`src/i2s_audio_params.svh`:
```
/*
  constants for the dual audio serial port: timing figures, frame lengths,
  divider defaults and word widths.
  assumes it is included by bare name from src/ files; definitions only.
*/
// Functional notes
// - two independent ports, each with own pins
// - master drives clock and select; slave receives
// - serial data out always driven
// - sixteen-bit left and right words
// - left word msb fills first slot (code: second slot, one clock after select falls)
// - msb one clock after select edge, falling
// - left while select low, right while high
// - 32-bit frame at 48 kHz: 1.536 MHz
// - 50-bit frame at 48 kHz: 2.400 MHz
// - master clock from reference via N/M divider
// - master clock keeps fixed mark/space ratio (code: half periods differ by up to one core cycle)
`ifndef I2S_AUDIO_PARAMS_SVH
`define I2S_AUDIO_PARAMS_SVH

`define I2S_PORT_COUNT      2
`define I2S_WORD_BITS       16
`define I2S_CNT_BITS        6
`define I2S_FRAME_SHORT     6'd32
`define I2S_FRAME_LONG      6'd50
`define I2S_CORE_HZ         250000000
`define I2S_SAMPLE_HZ       48000
`define I2S_SLAVE_MAX_HZ    3072000
// divider defaults: bclk*2 = core * N / M (toggle rate)
`define I2S_DIV_N_SHORT     16'd192
`define I2S_DIV_M_SHORT     16'd15625
// 250 MHz * 12 / 625 = 4.8 M toggles: exactly 2.400 MHz, no rate drift
`define I2S_DIV_N_LONG      16'd12
`define I2S_DIV_M_LONG      16'd625
`define I2S_DIV_BITS        16

`endif

```
`src/i2s_audio_pkg.sv`:
```
/*
  types shared by the audio serial port files.
  assumes the params header is compiled alongside.
*/
package i2s_audio_pkg;
  typedef enum logic {MODE_SLAVE, MODE_MASTER} port_mode_t;
  typedef logic [15:0] sample_t;
endpackage

```
`src/i2s_lane_if.sv`:
```
/*
  interface carrying one port's link-facing strobes between the top and a
  lane: sampled clock edges, select level and serial data.
  assumes one core clock for both sides.
*/
`timescale 1ns/1ps
interface i2s_lane_if;
  logic rise;   // bit clock rising edge strobe
  logic fall;   // bit clock falling edge strobe
  logic ws;     // word select level
  logic sdi;    // synchronised serial data in
  logic sdo;    // registered serial data out
  modport top  (output rise, output fall, output ws, output sdi, input sdo);
  modport lane (input rise, input fall, input ws, input sdi, output sdo);
endinterface

```
`src/i2s_audio_port.sv`:
```
/*
  dual audio serial port top: two independent ports, each master or slave.
  master: bit clock from core clock by an N/M accumulator, select generated.
  slave: bit clock and select arrive on pins and are synchronised.
  assumes core_clk at 250 MHz, well above eight times any slave bit clock.
*/
`timescale 1ns/1ps
`include "i2s_audio_params.svh"
module i2s_audio_port
  import i2s_audio_pkg::*;
#(
  parameter int PORTS = `I2S_PORT_COUNT
)
(
  input  wire logic                             core_clk,
  input  wire logic                             rst_n,
  input  wire logic [PORTS-1:0]                 master_en,
  input  wire logic [PORTS-1:0]                 long_frame,
  input  wire logic [PORTS-1:0][`I2S_DIV_BITS-1:0] div_n,
  input  wire logic [PORTS-1:0][`I2S_DIV_BITS-1:0] div_m,
  input  wire logic [PORTS-1:0]                 sck_in,
  output logic      [PORTS-1:0]                 sck_out,
  output logic      [PORTS-1:0]                 sck_oe,
  input  wire logic [PORTS-1:0]                 ws_in,
  output logic      [PORTS-1:0]                 ws_out,
  output logic      [PORTS-1:0]                 ws_oe,
  output logic      [PORTS-1:0]                 sdo,
  output logic      [PORTS-1:0]                 sdo_oe,
  input  wire logic [PORTS-1:0]                 sdi,
  input  wire sample_t [PORTS-1:0]              tx_left,
  input  wire sample_t [PORTS-1:0]              tx_right,
  output logic      [PORTS-1:0]                 tx_take,
  output sample_t   [PORTS-1:0]                 rx_left,
  output sample_t   [PORTS-1:0]                 rx_right,
  output logic      [PORTS-1:0]                 rx_valid
);

  // one decode of the mode, shared by divider, strobes and pin enables,
  // so the three can never disagree about who owns the clock
  function automatic logic is_master(input port_mode_t m);
    return (m == MODE_MASTER);
  endfunction

  // one independent copy per port
  for (genvar p = 0; p < PORTS; p++)
  begin : g_port
    i2s_lane_if lnk ();
    port_mode_t mode;                  // decoded mode
    logic [2:0] sck_s_r, sck_s_nxt;    // sync pair plus edge history
    logic [1:0] ws_s_r, ws_s_nxt;      // select sync pair
    logic [1:0] sdi_s_r, sdi_s_nxt;    // data sync pair
    logic [`I2S_DIV_BITS:0] acc_r, acc_nxt;  // fractional accumulator
    logic       mck_r, mck_nxt;        // generated bit clock
    logic [5:0] fcnt_r, fcnt_nxt;      // bit position in master half frame
    logic       mws_r, mws_nxt;        // generated select
    logic [5:0] half;                  // half frame length
    logic       tick;                  // accumulator overflow

    assign mode = master_en[p] ? MODE_MASTER : MODE_SLAVE;
    // 32-bit frame splits 16/16, 50-bit frame 25/25
    assign half = long_frame[p] ? (`I2S_FRAME_LONG >> 1)
                                : (`I2S_FRAME_SHORT >> 1);

    // next values: pin sync, divider and frame counter
    always_comb
    begin
      sck_s_nxt = {sck_s_r[1:0], sck_in[p]};
      ws_s_nxt  = {ws_s_r[0], ws_in[p]};
      sdi_s_nxt = {sdi_s_r[0], sdi[p]};
      // toggle the clock on each N/M overflow: half periods within one core cycle
      acc_nxt = {1'b0, acc_r[`I2S_DIV_BITS-1:0]} + {1'b0, div_n[p]};
      tick    = acc_nxt >= {1'b0, div_m[p]};
      if (tick)
        acc_nxt = acc_nxt - {1'b0, div_m[p]};
      mck_nxt  = mck_r;
      fcnt_nxt = fcnt_r;
      mws_nxt  = mws_r;
      // slave: divider parked so a later switch starts from a clean phase
      if (!is_master(mode))
      begin
        acc_nxt  = '0;
        mck_nxt  = 1'b0;
        fcnt_nxt = 6'd0;
        mws_nxt  = 1'b0;
      end
      else if (tick)
      begin
        mck_nxt = ~mck_r;
        // select changes on falling edge, one half frame each
        if (mck_r)
        begin
          if (fcnt_r == half - 6'd1)
          begin
            fcnt_nxt = 6'd0;
            mws_nxt  = ~mws_r;
          end
          else
            fcnt_nxt = fcnt_r + 6'd1;
        end
      end
    end

    // register the sync chains and divider
    always_ff @(posedge core_clk)
    begin
      if (!rst_n)
      begin
        sck_s_r <= '0;
        ws_s_r  <= '0;
        sdi_s_r <= '0;
        acc_r   <= '0;
        mck_r   <= 1'b0;
        fcnt_r  <= 6'd0;
        mws_r   <= 1'b0;
      end
      else
      begin
        sck_s_r <= sck_s_nxt;
        ws_s_r  <= ws_s_nxt;
        sdi_s_r <= sdi_s_nxt;
        acc_r   <= acc_nxt;
        mck_r   <= mck_nxt;
        fcnt_r  <= fcnt_nxt;
        mws_r   <= mws_nxt;
      end
    end

    // edge strobes from generated clock or from synced pin (bits 1,2 only)
    always_comb
    begin
      // master strobes come a cycle ahead of the pin, in step with sdo
      if (is_master(mode))
      begin
        lnk.rise = tick && !mck_r;
        lnk.fall = tick && mck_r;
        lnk.ws   = mws_r;
      end
      else
      begin
        lnk.rise = sck_s_r[1] && !sck_s_r[2];
        lnk.fall = !sck_s_r[1] && sck_s_r[2];
        lnk.ws   = ws_s_r[1];
      end
      lnk.sdi = sdi_s_r[1];
    end

    i2s_lane u_lane (
      .core_clk (core_clk),
      .rst_n    (rst_n),
      .lnk      (lnk),
      .tx_left  (tx_left[p]),
      .tx_right (tx_right[p]),
      .tx_take  (tx_take[p]),
      .rx_left  (rx_left[p]),
      .rx_right (rx_right[p]),
      .rx_valid (rx_valid[p])
    );

    // pin drivers: clock and select out only in master
    assign sck_out[p] = mck_r;
    assign ws_out[p]  = mws_r;
    assign sck_oe[p]  = is_master(mode);
    assign ws_oe[p]   = is_master(mode);
    assign sdo[p]     = lnk.sdo;
    assign sdo_oe[p]  = 1'b1;
  end

endmodule

```
`src/i2s_lane.sv`:
```
/*
  one port's serial engine: shifts the transmit words out on falling edges
  and captures receive words on rising edges, aligned to word select.
  assumes edge strobes are one core cycle wide, on core_clk.
*/
`timescale 1ns/1ps
`include "i2s_audio_params.svh"
module i2s_lane
  import i2s_audio_pkg::*;
(
  input  wire logic    core_clk,
  input  wire logic    rst_n,
  i2s_lane_if.lane     lnk,
  input  wire sample_t tx_left,
  input  wire sample_t tx_right,
  output logic         tx_take,
  output sample_t      rx_left,
  output sample_t      rx_right,
  output logic         rx_valid
);
  logic [5:0] bit_r, bit_nxt;       // bits since last select edge
  logic       ws_r, ws_nxt;         // select level seen at last rise
  sample_t    tsh_r, tsh_nxt;       // transmit shifter
  sample_t    rsh_r, rsh_nxt;       // receive shifter
  sample_t    rl_r, rl_nxt;         // held left word
  sample_t    rr_r, rr_nxt;         // held right word
  logic       sdo_r, sdo_nxt;       // data out register
  logic       rv_r, rv_nxt;         // received frame strobe
  logic       tk_r, tk_nxt;         // transmit words taken strobe

  // next state of the serial engine
  always_comb
  begin
    bit_nxt = bit_r;
    ws_nxt  = ws_r;
    tsh_nxt = tsh_r;
    rsh_nxt = rsh_r;
    rl_nxt  = rl_r;
    rr_nxt  = rr_r;
    sdo_nxt = sdo_r;
    rv_nxt  = 1'b0;
    tk_nxt  = 1'b0;
    if (lnk.rise)
    begin
      // receiver captures on rising edge; the lsb of a 16-slot half rides
      // the slot in which select has already flipped, so shift first
      if (bit_r < 6'(`I2S_WORD_BITS))
        rsh_nxt = {rsh_r[14:0], lnk.sdi};
      if (lnk.ws != ws_r)
      begin
        bit_nxt = 6'd0;
        ws_nxt  = lnk.ws;
        if (ws_r)
        begin
          // right half ended: frame complete
          rr_nxt = rsh_nxt;
          rv_nxt = 1'b1;
        end
        else
          rl_nxt = rsh_nxt;
      end
      else if (bit_r < 6'd63)
        bit_nxt = bit_r + 6'd1;
    end
    if (lnk.fall)
    begin
      // change data on falling edge; slot after select edge carries msb
      if (bit_r == 6'd0)
      begin
        tsh_nxt = ws_r ? tx_right : tx_left;
        tk_nxt  = ws_r;
        sdo_nxt = ws_r ? tx_right[15] : tx_left[15];
        tsh_nxt = {tsh_nxt[14:0], 1'b0};
      end
      else if (bit_r < 6'(`I2S_WORD_BITS))
      begin
        sdo_nxt = tsh_r[15];
        tsh_nxt = {tsh_r[14:0], 1'b0};
      end
      else
        sdo_nxt = 1'b0;
    end
  end

  // register the engine
  always_ff @(posedge core_clk)
  begin
    if (!rst_n)
    begin
      bit_r <= 6'd63;
      // select idles low; a high value here would fake an edge
      ws_r  <= 1'b0;
      tsh_r <= '0;
      rsh_r <= '0;
      rl_r  <= '0;
      rr_r  <= '0;
      sdo_r <= 1'b0;
      rv_r  <= 1'b0;
      tk_r  <= 1'b0;
    end
    else
    begin
      bit_r <= bit_nxt;
      ws_r  <= ws_nxt;
      tsh_r <= tsh_nxt;
      rsh_r <= rsh_nxt;
      rl_r  <= rl_nxt;
      rr_r  <= rr_nxt;
      sdo_r <= sdo_nxt;
      rv_r  <= rv_nxt;
      tk_r  <= tk_nxt;
    end
  end

  assign lnk.sdo  = sdo_r;
  assign rx_left  = rl_r;
  assign rx_right = rr_r;
  assign rx_valid = rv_r;
  assign tx_take  = tk_r;
endmodule

```
`config.mk`:
```
export PLATFORM = sky130hd
export DESIGN_NAME = i2s_audio_port
export DESIGN_NICKNAME = d
export VERILOG_FILES = /design/src/i2s_audio_pkg.sv /design/src/i2s_lane_if.sv /design/src/i2s_audio_port.sv /design/src/i2s_lane.sv
export VERILOG_INCLUDE_DIRS = /design/src /design/src/src
export SDC_FILE = /design/constraint.sdc
export NUM_CORES = 1
export LEC_CHECK = 0
export ABC_AREA = 1
export BUFFER_PORTS_ARGS = -buffer_cell sky130_fd_sc_hd__buf_2
export CAP_MARGIN = 30
export CORE_ASPECT_RATIO = 0.75
export CORE_MARGIN = 5
export CORE_UTILIZATION = 51
export DETAILED_ROUTE_END_ITERATION = 10
export PLACE_DENSITY = 0.82
export SLEW_MARGIN = 0
export SYNTH_ARGS = -nofsm -noshare
export SYNTH_HDL_FRONTEND = slang
export SYNTH_SLANG_ARGS = --single-unit
```
`constraint.sdc`:
```
create_clock -name core_clk -period 3.5 [get_ports core_clk]
set_clock_uncertainty 0.2 [all_clocks]
set_input_delay 0.35 -clock core_clk [delete_from_list [all_inputs] [get_ports core_clk]]
set_output_delay 0.35 -clock core_clk [all_outputs]
set_load 0.05 [all_outputs]
```
; Word-level counts from Yosys, hierarchy flattened
; Index checks and enable logic that the tools add are counted.
; W data, S select, Z words.
[op_classes]
n_addsub = 10
n_lt_le_gt_ge = 6
eq_ne = 4
mux = 34
bitwise_logic = 6
n_reduce_logical = 40
[op_table]
columns = cell, n
row1 = $mux W16, 8
row2 = $mux W6, 6
row3 = $add A16 B16 Y17, 2
row4 = $ge A17 B16 Y1, 2
row5 = $sub A16 B16 Y16, 2
row6 = $mux W15, 2
row7 = $reduce_and A3 Y1, 10
row8 = $add A6 B1 Y6 const B, 4
row9 = $reduce_and A2 Y1, 10
row10 = $mux W1, 16
row11 = $eq A6 B6 Y1, 2
row12 = $logic_not A6 Y1, 2
row13 = $lt A6 B5 Y1 const B, 2
row14 = $lt A6 B6 Y1 const B, 2
row15 = $sub A5 B1 Y6 const B, 2
row16 = $logic_and A1 B1 Y1, 8
row17 = $mux W4, 2
row18 = $reduce_bool A2 Y1, 4
row19 = $logic_not A1 Y1, 6
row20 = $not A1 Y1, 6
row21 = $ne A1 B1 Y1, 2
[totals]
register_bits = 210
inputBits = 140
out_inout_bits = 80
word_cells = 132

; Depth between registers and ports, before layout
; Gate-level depths: netlist of the first run.
[logic_depth]
word_depth = 5
ltp_mapped = 25

; Modules after synthesis
; From an unflattened synthesis of the first run, not the netlist that was laid out.
[hier_totals]
hier_cells = 1984
area_unflattened_um2 = 13040.0
[modules_own_cells]
columns = module, instances, cells_per_inst, area_each_um2
row1 = i2s_audio_port, 1, 950, 5979.5
row2 = i2s_lane at g_port[0].u_lane, 1, 517, 3599.7
row3 = i2s_lane at g_port[1].u_lane, 1, 517, 3460.8

; Worst setup path after synthesis of the first run
; No wires, ideal clock.
[synth_path]
path_kind = input -> register
startpoint = in div_n[0] (netlist bit)
endpoint = reg g_port[0].u_lane.bit_r[3]
arrival_time_ns = 3.277
required_time_ns = 3.166
path_slack_ns = -0.110
cell_stages = 24
n_path_buf = 2
path_cell_list = ha_1 -> fa_1 -> nand3_1 -> nand2_1 -> nand2_1 -> nand2_1 -> a21oi_1 -> o21ai_0 -> xor2_1 -> ha_1 -> nand2_1 -> nand2_1 -> nand2_1 -> nand2_1 -> nor2_1 -> nand3_1 -> nor2_2 -> nand3_2 -> nand3_2 -> nand2_4 -> buf_6 -> buf_4 -> nand3_1 -> nand3_1
[synth_between]
elab_chain_len = 5
[synth_lines]
columns = item, line
row1 = from (decl), i2s_audio_port.sv:19  ; input wire logic [PORTS-1:0][`I2S_DIV_BITS-1:0] div_n,
row2 = $add A16 B16 Y17, i2s_audio_port.sv:71  ; acc_nxt = {1'b0, acc_r[`I2S_DIV_BITS-1:0]} + {1'b0, div_n[p]};
row3 = $ge A17 B16 Y1, i2s_audio_port.sv:72  ; tick = acc_nxt >= {1'b0, div_m[p]};
row4 = $logic_and A1 B1 Y1, i2s_audio_port.sv:134  ; lnk.rise = tick && !mck_r;
row5 = $mux W1, i2s_audio_port.sv:132  ; if (is_master(mode))
row6 = $reduce_and A2 Y1 (no source line), -
row7 = to (signal assigned), i2s_lane.sv:103  ; bit_r <= bit_nxt;
row8 = to (decl), i2s_lane.sv:21  ; logic [5:0] bit_r, bit_nxt;
; Every way passes these cells.
; A chain may end at the register's enable or synchronous reset.

; Worst setup path after layout of the first run
[layout_path]
startpoint = reg g_port[1].acc_r[2]
endpoint = reg g_port[1].acc_r[11]
[layout_between]
elab_chain_len = 3
[layout_lines]
columns = item, line
row1 = from (decl), i2s_audio_port.sv:52  ; logic [`I2S_DIV_BITS:0] acc_r, acc_nxt;
row2 = from (signal assigned), i2s_audio_port.sv:121  ; acc_r <= acc_nxt;
row3 = $add A16 B16 Y17 (*), i2s_audio_port.sv:71
row4 = $sub A16 B16 Y16 / $ge A17 B16 Y1 (equally long branches), "i2s_audio_port.sv:74, i2s_audio_port.sv:72"
row5 = $mux W16 (*), i2s_audio_port.sv:73  ; if (tick)
; Mark *: on every way between the ends. The rest lies on a longest branch, timed or not.

==> flow_summary_export.csv, run 1 <==
group,metric,value,unit
logic_synthesis,synth_cell_types,47,
clock_tree,cts_buffers,22,
clock_tree,clock_sinks,208,
floorplan,die_w,189,µm
layout,fin_util,0.751,
floorplan,die_h,144,µm
worst_setup_path,worst_setup_path_end_kind,"flop",
logic_synthesis,yosys-top-cells-area,"dfxtp_1 (34%), nand2_1 (13%), ha_1 (7.2%), nor2_1 (6.3%), a21oi_1 (5.9%)",
layout,antenna_cells,0,
power_and_ir_drop,p_per_area,939,mW/mm²
flow_run,drv_cap,0,
clock_tree,clk_pin_slew,0.07,ns
clock_tree,cts.path.max_buffers,3,
sta,fin_ws,-0.382,ns
detailed_routing,routed_via_density,5.78,
layout,synthToLayoutAreaGrowth,46.4,%
placed_design,place_hpwl,25.5,mm
layout,drive_gt1_frac,0.383,
sta,maxSlewHeadroom,0.221,
logic_synthesis,synth_top_family_by_area,"simple AND/OR/NAND/NOR gates",
detailed_routing,num_vias,14200,
detailed_routing,drtIter0Drc,1774,
floorplan,initial_utilization,0.513,
power_and_ir_drop,cellLeakagePower,8.29,nW
clock_tree,cts_tree,"done",
logic_synthesis,synthMuxAreaShare,0.00821,
power_and_ir_drop,max-vdd-ir-drop,0.511,mV
logic_synthesis,ys_seq_area_frac,0.341,
global_route,grt_pass1_vias,12400,
logic_synthesis,yosys_warnings,0,
global_route,grt_max_degree,43,
layout,final_nets,2348,
logic_synthesis,synth.most_common_cell,"nand2_1",
global_route,grtUsageTotal,0.260,
floorplan,dieArea,0.0271,mm²
detailed_routing,detail_route.wl_per_cell,18.5,µm
detailed_routing,ant_nets,0,
global_route,overflow,0,
floorplan,io_pins,220,
sta,rsz0062_at_grt,"yes",
clock_tree,clk_latency,0.50,ns
floorplan,rows,49,
logic_synthesis,synth_compound_area_frac,0.146,
placed_design,post-place-ws,-0.468,ns
hold_path,hold_path.class,"input pin to flop",
sta,max_freq,258,MHz
sta,drv_slew,0,
sta,period_share,1.11,
clock_tree,root_buffer,"clkbuf_16",
layout,multi_input_area,0.00877,mm²
logic_synthesis,yosys-top-cells-count,"nand2_1 (422), dfxtp_1 (208), nor2_1 (205)",
logic_synthesis,synth-seq-cells,208,
worst_setup_path,path_max_fanout,7,
logic_synthesis,synth_edf_count,0,
logic_synthesis,synth-simple-area-share,0.287,
logic_synthesis,synth.avg_cell_area,6.92,µm²
detailed_routing,drc,0,
logic_synthesis,yosys.area.top_type,"dfxtp_1",
floorplan,core,0.0238,mm²
logic_synthesis,postSynthCellCount,1762,
sta,worst_slew_pin_slew,1.16,ns
placed_design,place.gp.congestion,0.930,
detailed_routing,dr.pass1.iters,6,
layout,nFillCells,1492,
logic_synthesis,yosys.area_share.adder,0.0784,
placed_design,dpl_cell_area,0.0144,mm²
layout,stdcell_area,0.0179,mm²
global_route,antenna_found_initial,0,
worst_setup_path,path_class,"flop to flop",
layout,seq_area,0.00417,mm²
clock_tree,htreeDepth,1,
sta,setup_viol,194,
global_route,grt_pass1_wl,60.0,mm
worst_setup_path,start_kind,"flop",
detailed_routing,wl,45.4,mm
logic_synthesis,async_flop_share,0,
logic_synthesis,synthFlopType,"dfxtp_1",
placed_design,portBuffers,217,
logic_synthesis,yosys.area.top_type_share,0.341,
status,status,"complete, but fails checks",
logic_synthesis,synth_area,0.0122,mm²
worst_setup_path,crit_arrival,4.04,ns
logic_synthesis,synth-xor-area-share,0.0438,
sta,min_period,3.88,ns
status,failed_checks,"negative setup slack",
sta,hold_viol,0,
power_and_ir_drop,finalPower,16.8,mW
worst_setup_path,cp.required,3.66,ns
==> worst paths after layout <==
path | startpoint | to | slack [ns] | cells after the start
max | g_port[1].acc_r[2] | g_port[1].acc_r[11] | -0.38 | 20
min | rst_n | g_port[1].u_lane.bit_r[4] | 0.05 | 2
max reg2reg | g_port[1].acc_r[2] | g_port[1].acc_r[11] | -0.38 | 20
min reg2reg | g_port[0].sck_s_r[0] | g_port[0].sck_s_r[1] | 0.21 | 2
==> flip-flops by register name, summed over array words and instances (netlist names) <==
name / cells
g_port.acc_r: 32
g_port.u_lane.rsh_r: 32
g_port.u_lane.rx_left: 32
g_port.u_lane.rx_right: 32
g_port.u_lane.tsh_r: 30
g_port.fcnt_r: 12
g_port.u_lane.bit_r: 12
g_port.sck_s_r: 6
g_port.sdi_s_r: 4
g_port.ws_s_r: 4
g_port.mck_r: 2
g_port.mws_r: 2
g_port.u_lane.lnk.sdo: 2
g_port.u_lane.rx_valid: 2
g_port.u_lane.tx_take: 2
g_port.u_lane.ws_r: 2
==> worst max-delay path, cell delays in order (launching register included) <==
cell and delay [ns]:
dfxtp_1 0.32, ha_4 0.27, buf_4 0.13, nand2_1 0.07
nor2_1 0.15, a21oi_2 0.10, o21ai_2 0.20, xor2_1 0.24
inv_1 0.07, ha_1 0.37, nand2_1 0.14, nor2_1 0.21
nand3_1 0.13, nor3_2 0.20, nor2_2 0.07, nand2_4 0.14
buf_6 0.13, clkinvlp_4 0.21, buf_6 0.23, nand2_2 0.07
a21oi_2 0.06
==> repair_timing <==
action	in CTS	in global routing
pin swaps	52	107
gates cloned	4	11
hold buffers	8	0
endpoints found under the setup margin	187	194
buffers inserted	23	27
endpoints found under the hold margin	8	0
resized for setup	152	346
==> layout by cell type (no fill, tap or decap), drive strengths merged, types with 3 or more instances in the layout <==
cell         count
buf            411
a211oi          15
a21oi          147
nor3            16
o21ai           97
dlygate4sd3      8
o21bai           5
xnor2           20
nor2           213
ha              70
or2              3
nand4           11
mux2i           10
bufinv           3
dfxtp          208
a21o             7
clkbuf          35
fa               4
nand2          437
a31oi            3
xor2            41
nand3b           4
inv            185
o31ai           28
clkinvlp         5
nand3          147
==> cell families after synthesis <==
logic type | after synthesis
fa+ha+maj | 74
buf+inv | 268
mux | 10
xor+xnor | 61
other cells | 1
flops | 208
simple gates | 829
compound gates | 311
==> area by class of cell <==
cell class / instances / share of cell area
clock buffers: 29 / 0.0357
multi-input cells: 1293 / 0.491
well taps: 306 / 0.0214
flip-flops and latches: 208 / 0.234
inverters: 183 / 0.0400
repair buffers: 425 / 0.169
clock inverters: 11 / 0.00855
repair inverters: 1 / 0.000631
==> per-layer routing <==
| metal | vias up | global-route usage | routed length [µm] |
|---|---|---|---|
| met4 | 0 | 0.0717 | 2030 |
| met2 | 971 | 0.433 | 21500 |
| met5 | - | 0 | 0 |
| li1 | 6482 | - | - |
| met1 | 6531 | 0.355 | 17400 |
| met3 | 222 | 0.0427 | 4540 |
==> report_power, final <==
part,total [mW],switching [mW],internal (mW)
Combinational,11.1,6.32,4.82
Clock,2.58,1.06,1.52
Sequential,3.04,0.305,2.74
==> metrics by stage <==
stage,hold WS [ns],instances,TNS [ns]
floorplan,0.190,1763,0
global placement,0.192,2344,-46.61
detailed placement,0.199,2344,-60.11
CTS,0.0327,2418,-2.05
global route,0.0683,2456,-69.12
finish,0.0532,2456,-42.06
Power figures use the tool's default switching activity.
==> inputs of run 2 (changes only) <==
Settings changed: CORE_UTILIZATION 51 to 46, PLACE_DENSITY 0.82 to 0.73.
Clock period 3.5 ns to 4.12 ns, I/O delays scaled along.
==> flow_summary_export.csv, run 2 (synthesis results as in run 1) <==
group,metric,value,unit
layout,final_common_cell,"nand2_1",
layout,drive_gt1_frac,0.180,
power_and_ir_drop,cellLeakagePower,7.17,nW
sta,worst_slew_pin_slew,0.985,ns
placed_design,place_hpwl,24.6,mm
detailed_routing,dr.pass1.iters,6,
placed_design,dp_cells,2274,
detailed_routing,dr_wl_met2,14.5,mm
floorplan,rows,51,
detailed_routing,drtIter0Drc,746,
worst_setup_path,path_class,"flop to flop",
power_and_ir_drop,p_per_area,700,mW/mm²
global_route,grt_pass1_wl,53.6,mm
floorplan,dieArea,0.0299,mm²
floorplan,io_pins,220,
worst_setup_path,path_buf_inv,1,
detailed_routing,drc,0,
clock_tree,clock_sinks,208,
hold_path,hold_path.class,"input pin to flop",
floorplan,die_w,198,µm
layout,final_nets,2185,
clock_tree,cts_tree,"done",
detailed_routing,top_layer,"met4",
sta,maxSlewHeadroom,0.343,
global_route,grt_max_degree,59,
detailed_routing,route.met3.wl,1.86,mm
sta,min_period,3.87,ns
layout,fin_cells,2330,
detailed_routing,wl_met1,16.3,mm
sta,setup_viol,0,
clock_tree,cts.path.max_buffers,3,
clock_tree,htreeDepth,1,
clock_tree,cts_buffers,22,
global_route,grt_pass1_vias,11000,
worst_setup_path,max_stage_delay,0.43,ns
clock_tree,clk_latency,0.51,ns
clock_tree,clk_pin_slew,0.06,ns
floorplan,core,0.0260,mm²
detailed_routing,ant_nets,0,
power_and_ir_drop,max-vdd-ir-drop,0.409,mV
status,status,"finished, final reports clean",
global_route,antenna_found_initial,0,
layout,antenna_cells,0,
placed_design,place.gp.congestion,0.886,
worst_setup_path,crit_arrival,4.10,ns
flow_run,drv_cap,0,
global_route,grtUsageTotal,0.211,
worst_setup_path,crit_family,"simple AND/OR/NAND/NOR gates",
worst_setup_path,worst_setup_path_end_kind,"flop",
sta,hold_viol,0,
global_route,overflow,0,
worst_setup_path,path_max_fanout,10,
detailed_routing,num_vias,11900,
sta,whs,0.0683,ns
worst_setup_path,cp.required,4.36,ns
sta,drv_slew,0,
layout,fin_util,0.559,
detailed_routing,routed_via_density,5.10,
layout,mostFrequentLayoutCells,"nand2_1 (421), buf_2 (216), dfxtp_1 (208), nor2_1 (204), inv_1 (177)",
sta,max_freq,259,MHz
floorplan,initial_utilization,0.469,
worst_setup_path,crit_chain,"ha_1 -> fa_1 -> nand3_1 -> nand2_1 -> nand2_1 -> nand2_2 -> nand2_1 -> nand2_1 -> a21oi_1 -> xnor2_1 -> ha_1 -> nand2_1 -> nor2_2 -> and3_1 -> nand2_1 -> nand2_1 -> nand2_2 -> nand2_4 -> nand2_4 -> nand2_8 -> clkinvlp_2 -> a21oi_1",
layout,nFillCells,2461,
placed_design,portBuffers,217,
sta,period_share,0.939,
sta,rsz0062_at_grt,"yes",
detailed_routing,detail_route.wl_per_cell,14.3,µm
floorplan,die_h,151,µm
clock_tree,root_buffer,"clkbuf_16",
worst_setup_path,cp_slowest_cell,"fa_1",
detailed_routing,wl,33.3,mm
layout,synthToLayoutAreaGrowth,19.3,%
worst_setup_path,start_kind,"flop",
worst_setup_path,crit_top_cell,"nand2_1",
==> run 2: worst reg2reg max path, cell delays in order (launching register included) <==
cell	delay (ns)
dfxtp_1	0.30
ha_1	0.23
fa_1	0.43
nand3_1	0.09
nand2_1	0.10
nand2_1	0.09
nand2_2	0.11
nand2_1	0.08
nand2_1	0.07
a21oi_1	0.17
xnor2_1	0.11
ha_1	0.33
nand2_1	0.09
nor2_2	0.13
and3_1	0.16
nand2_1	0.05
nand2_1	0.09
nand2_2	0.07
nand2_4	0.13
nand2_4	0.11
nand2_8	0.15
clkinvlp_2	0.28
a21oi_1	0.22
==> run 2: report_power, final <==
part	leakage, nW	internal, mW	switching [mW]
Clock	0.357	1.15	0.814
Sequential	1.69	2.32	0.194
Combinational	5.12	2.13	3.59
Total	7.17	5.60	4.59
==> run 2: final cells by class <==
type / count / area (µm²) / share of cell area
Clock buffer: 28 / 593 / 0.0407
Timing Repair inverter: 1 / 5.00 / 0.000344
Sequential cell: 208 / 4160 / 0.286
Multi-Input combinational cell: 1291 / 7040 / 0.483
Clock inverter: 11 / 124 / 0.00851
Timing Repair Buffer: 264 / 1510 / 0.103
Tap cell: 344 / 430 / 0.0296
Inverter: 183 / 697 / 0.0479
==> run 2: per-stage QoR <==
step           total power [mW]  instance area [µm²]  setup slack [ns]  setup TNS [ns]
6_report                   10.2                14600             0.253               0
3_5_place_dp               7.92                13500            -0.226           -5.96
4_1_cts                    9.94                14300            0.0704               0
5_1_grt                    11.0                14600           -0.0383          -0.361
2_1_floorplan              6.63                12200             0.448               0
3_3_place_gp               7.83                13500            -0.165           -5.57
==> run 2: final timing paths <==
path / from / endpoint / slack, ns / cells past startpoint
worst min-delay path: div_m[0] / g_port[0].acc_r[0] / 0.07 / 3
worst max-delay path: g_port[1].acc_r[0] / g_port[1].u_lane.rsh_r[6] / 0.25 / 22
worst max register to register: g_port[1].acc_r[0] / g_port[1].u_lane.rsh_r[6] / 0.25 / 22
worst min register to register: g_port[0].ws_s_r[0] / g_port[0].ws_s_r[1] / 0.21 / 2
==> run 2: metal layers <==
layer / vias up / GRT usage
met4: 0 / 0.0413
met5: - / 0
met2: 364 / 0.328
met1: 5347 / 0.313
met3: 46 / 0.0296
li1: 6136 / -
==> run 2: what timing repair did <==
item | 4_1_cts | 5_1_grt
endpoints found under the hold margin | 6 | 0
hold buffers | 6 | 0
resized for setup | 1 | 33
endpoints found under the setup margin | 1 | 164
gates cloned | 0 | 5
setup buffers | 0 | 6
pin swaps | 0 | 10
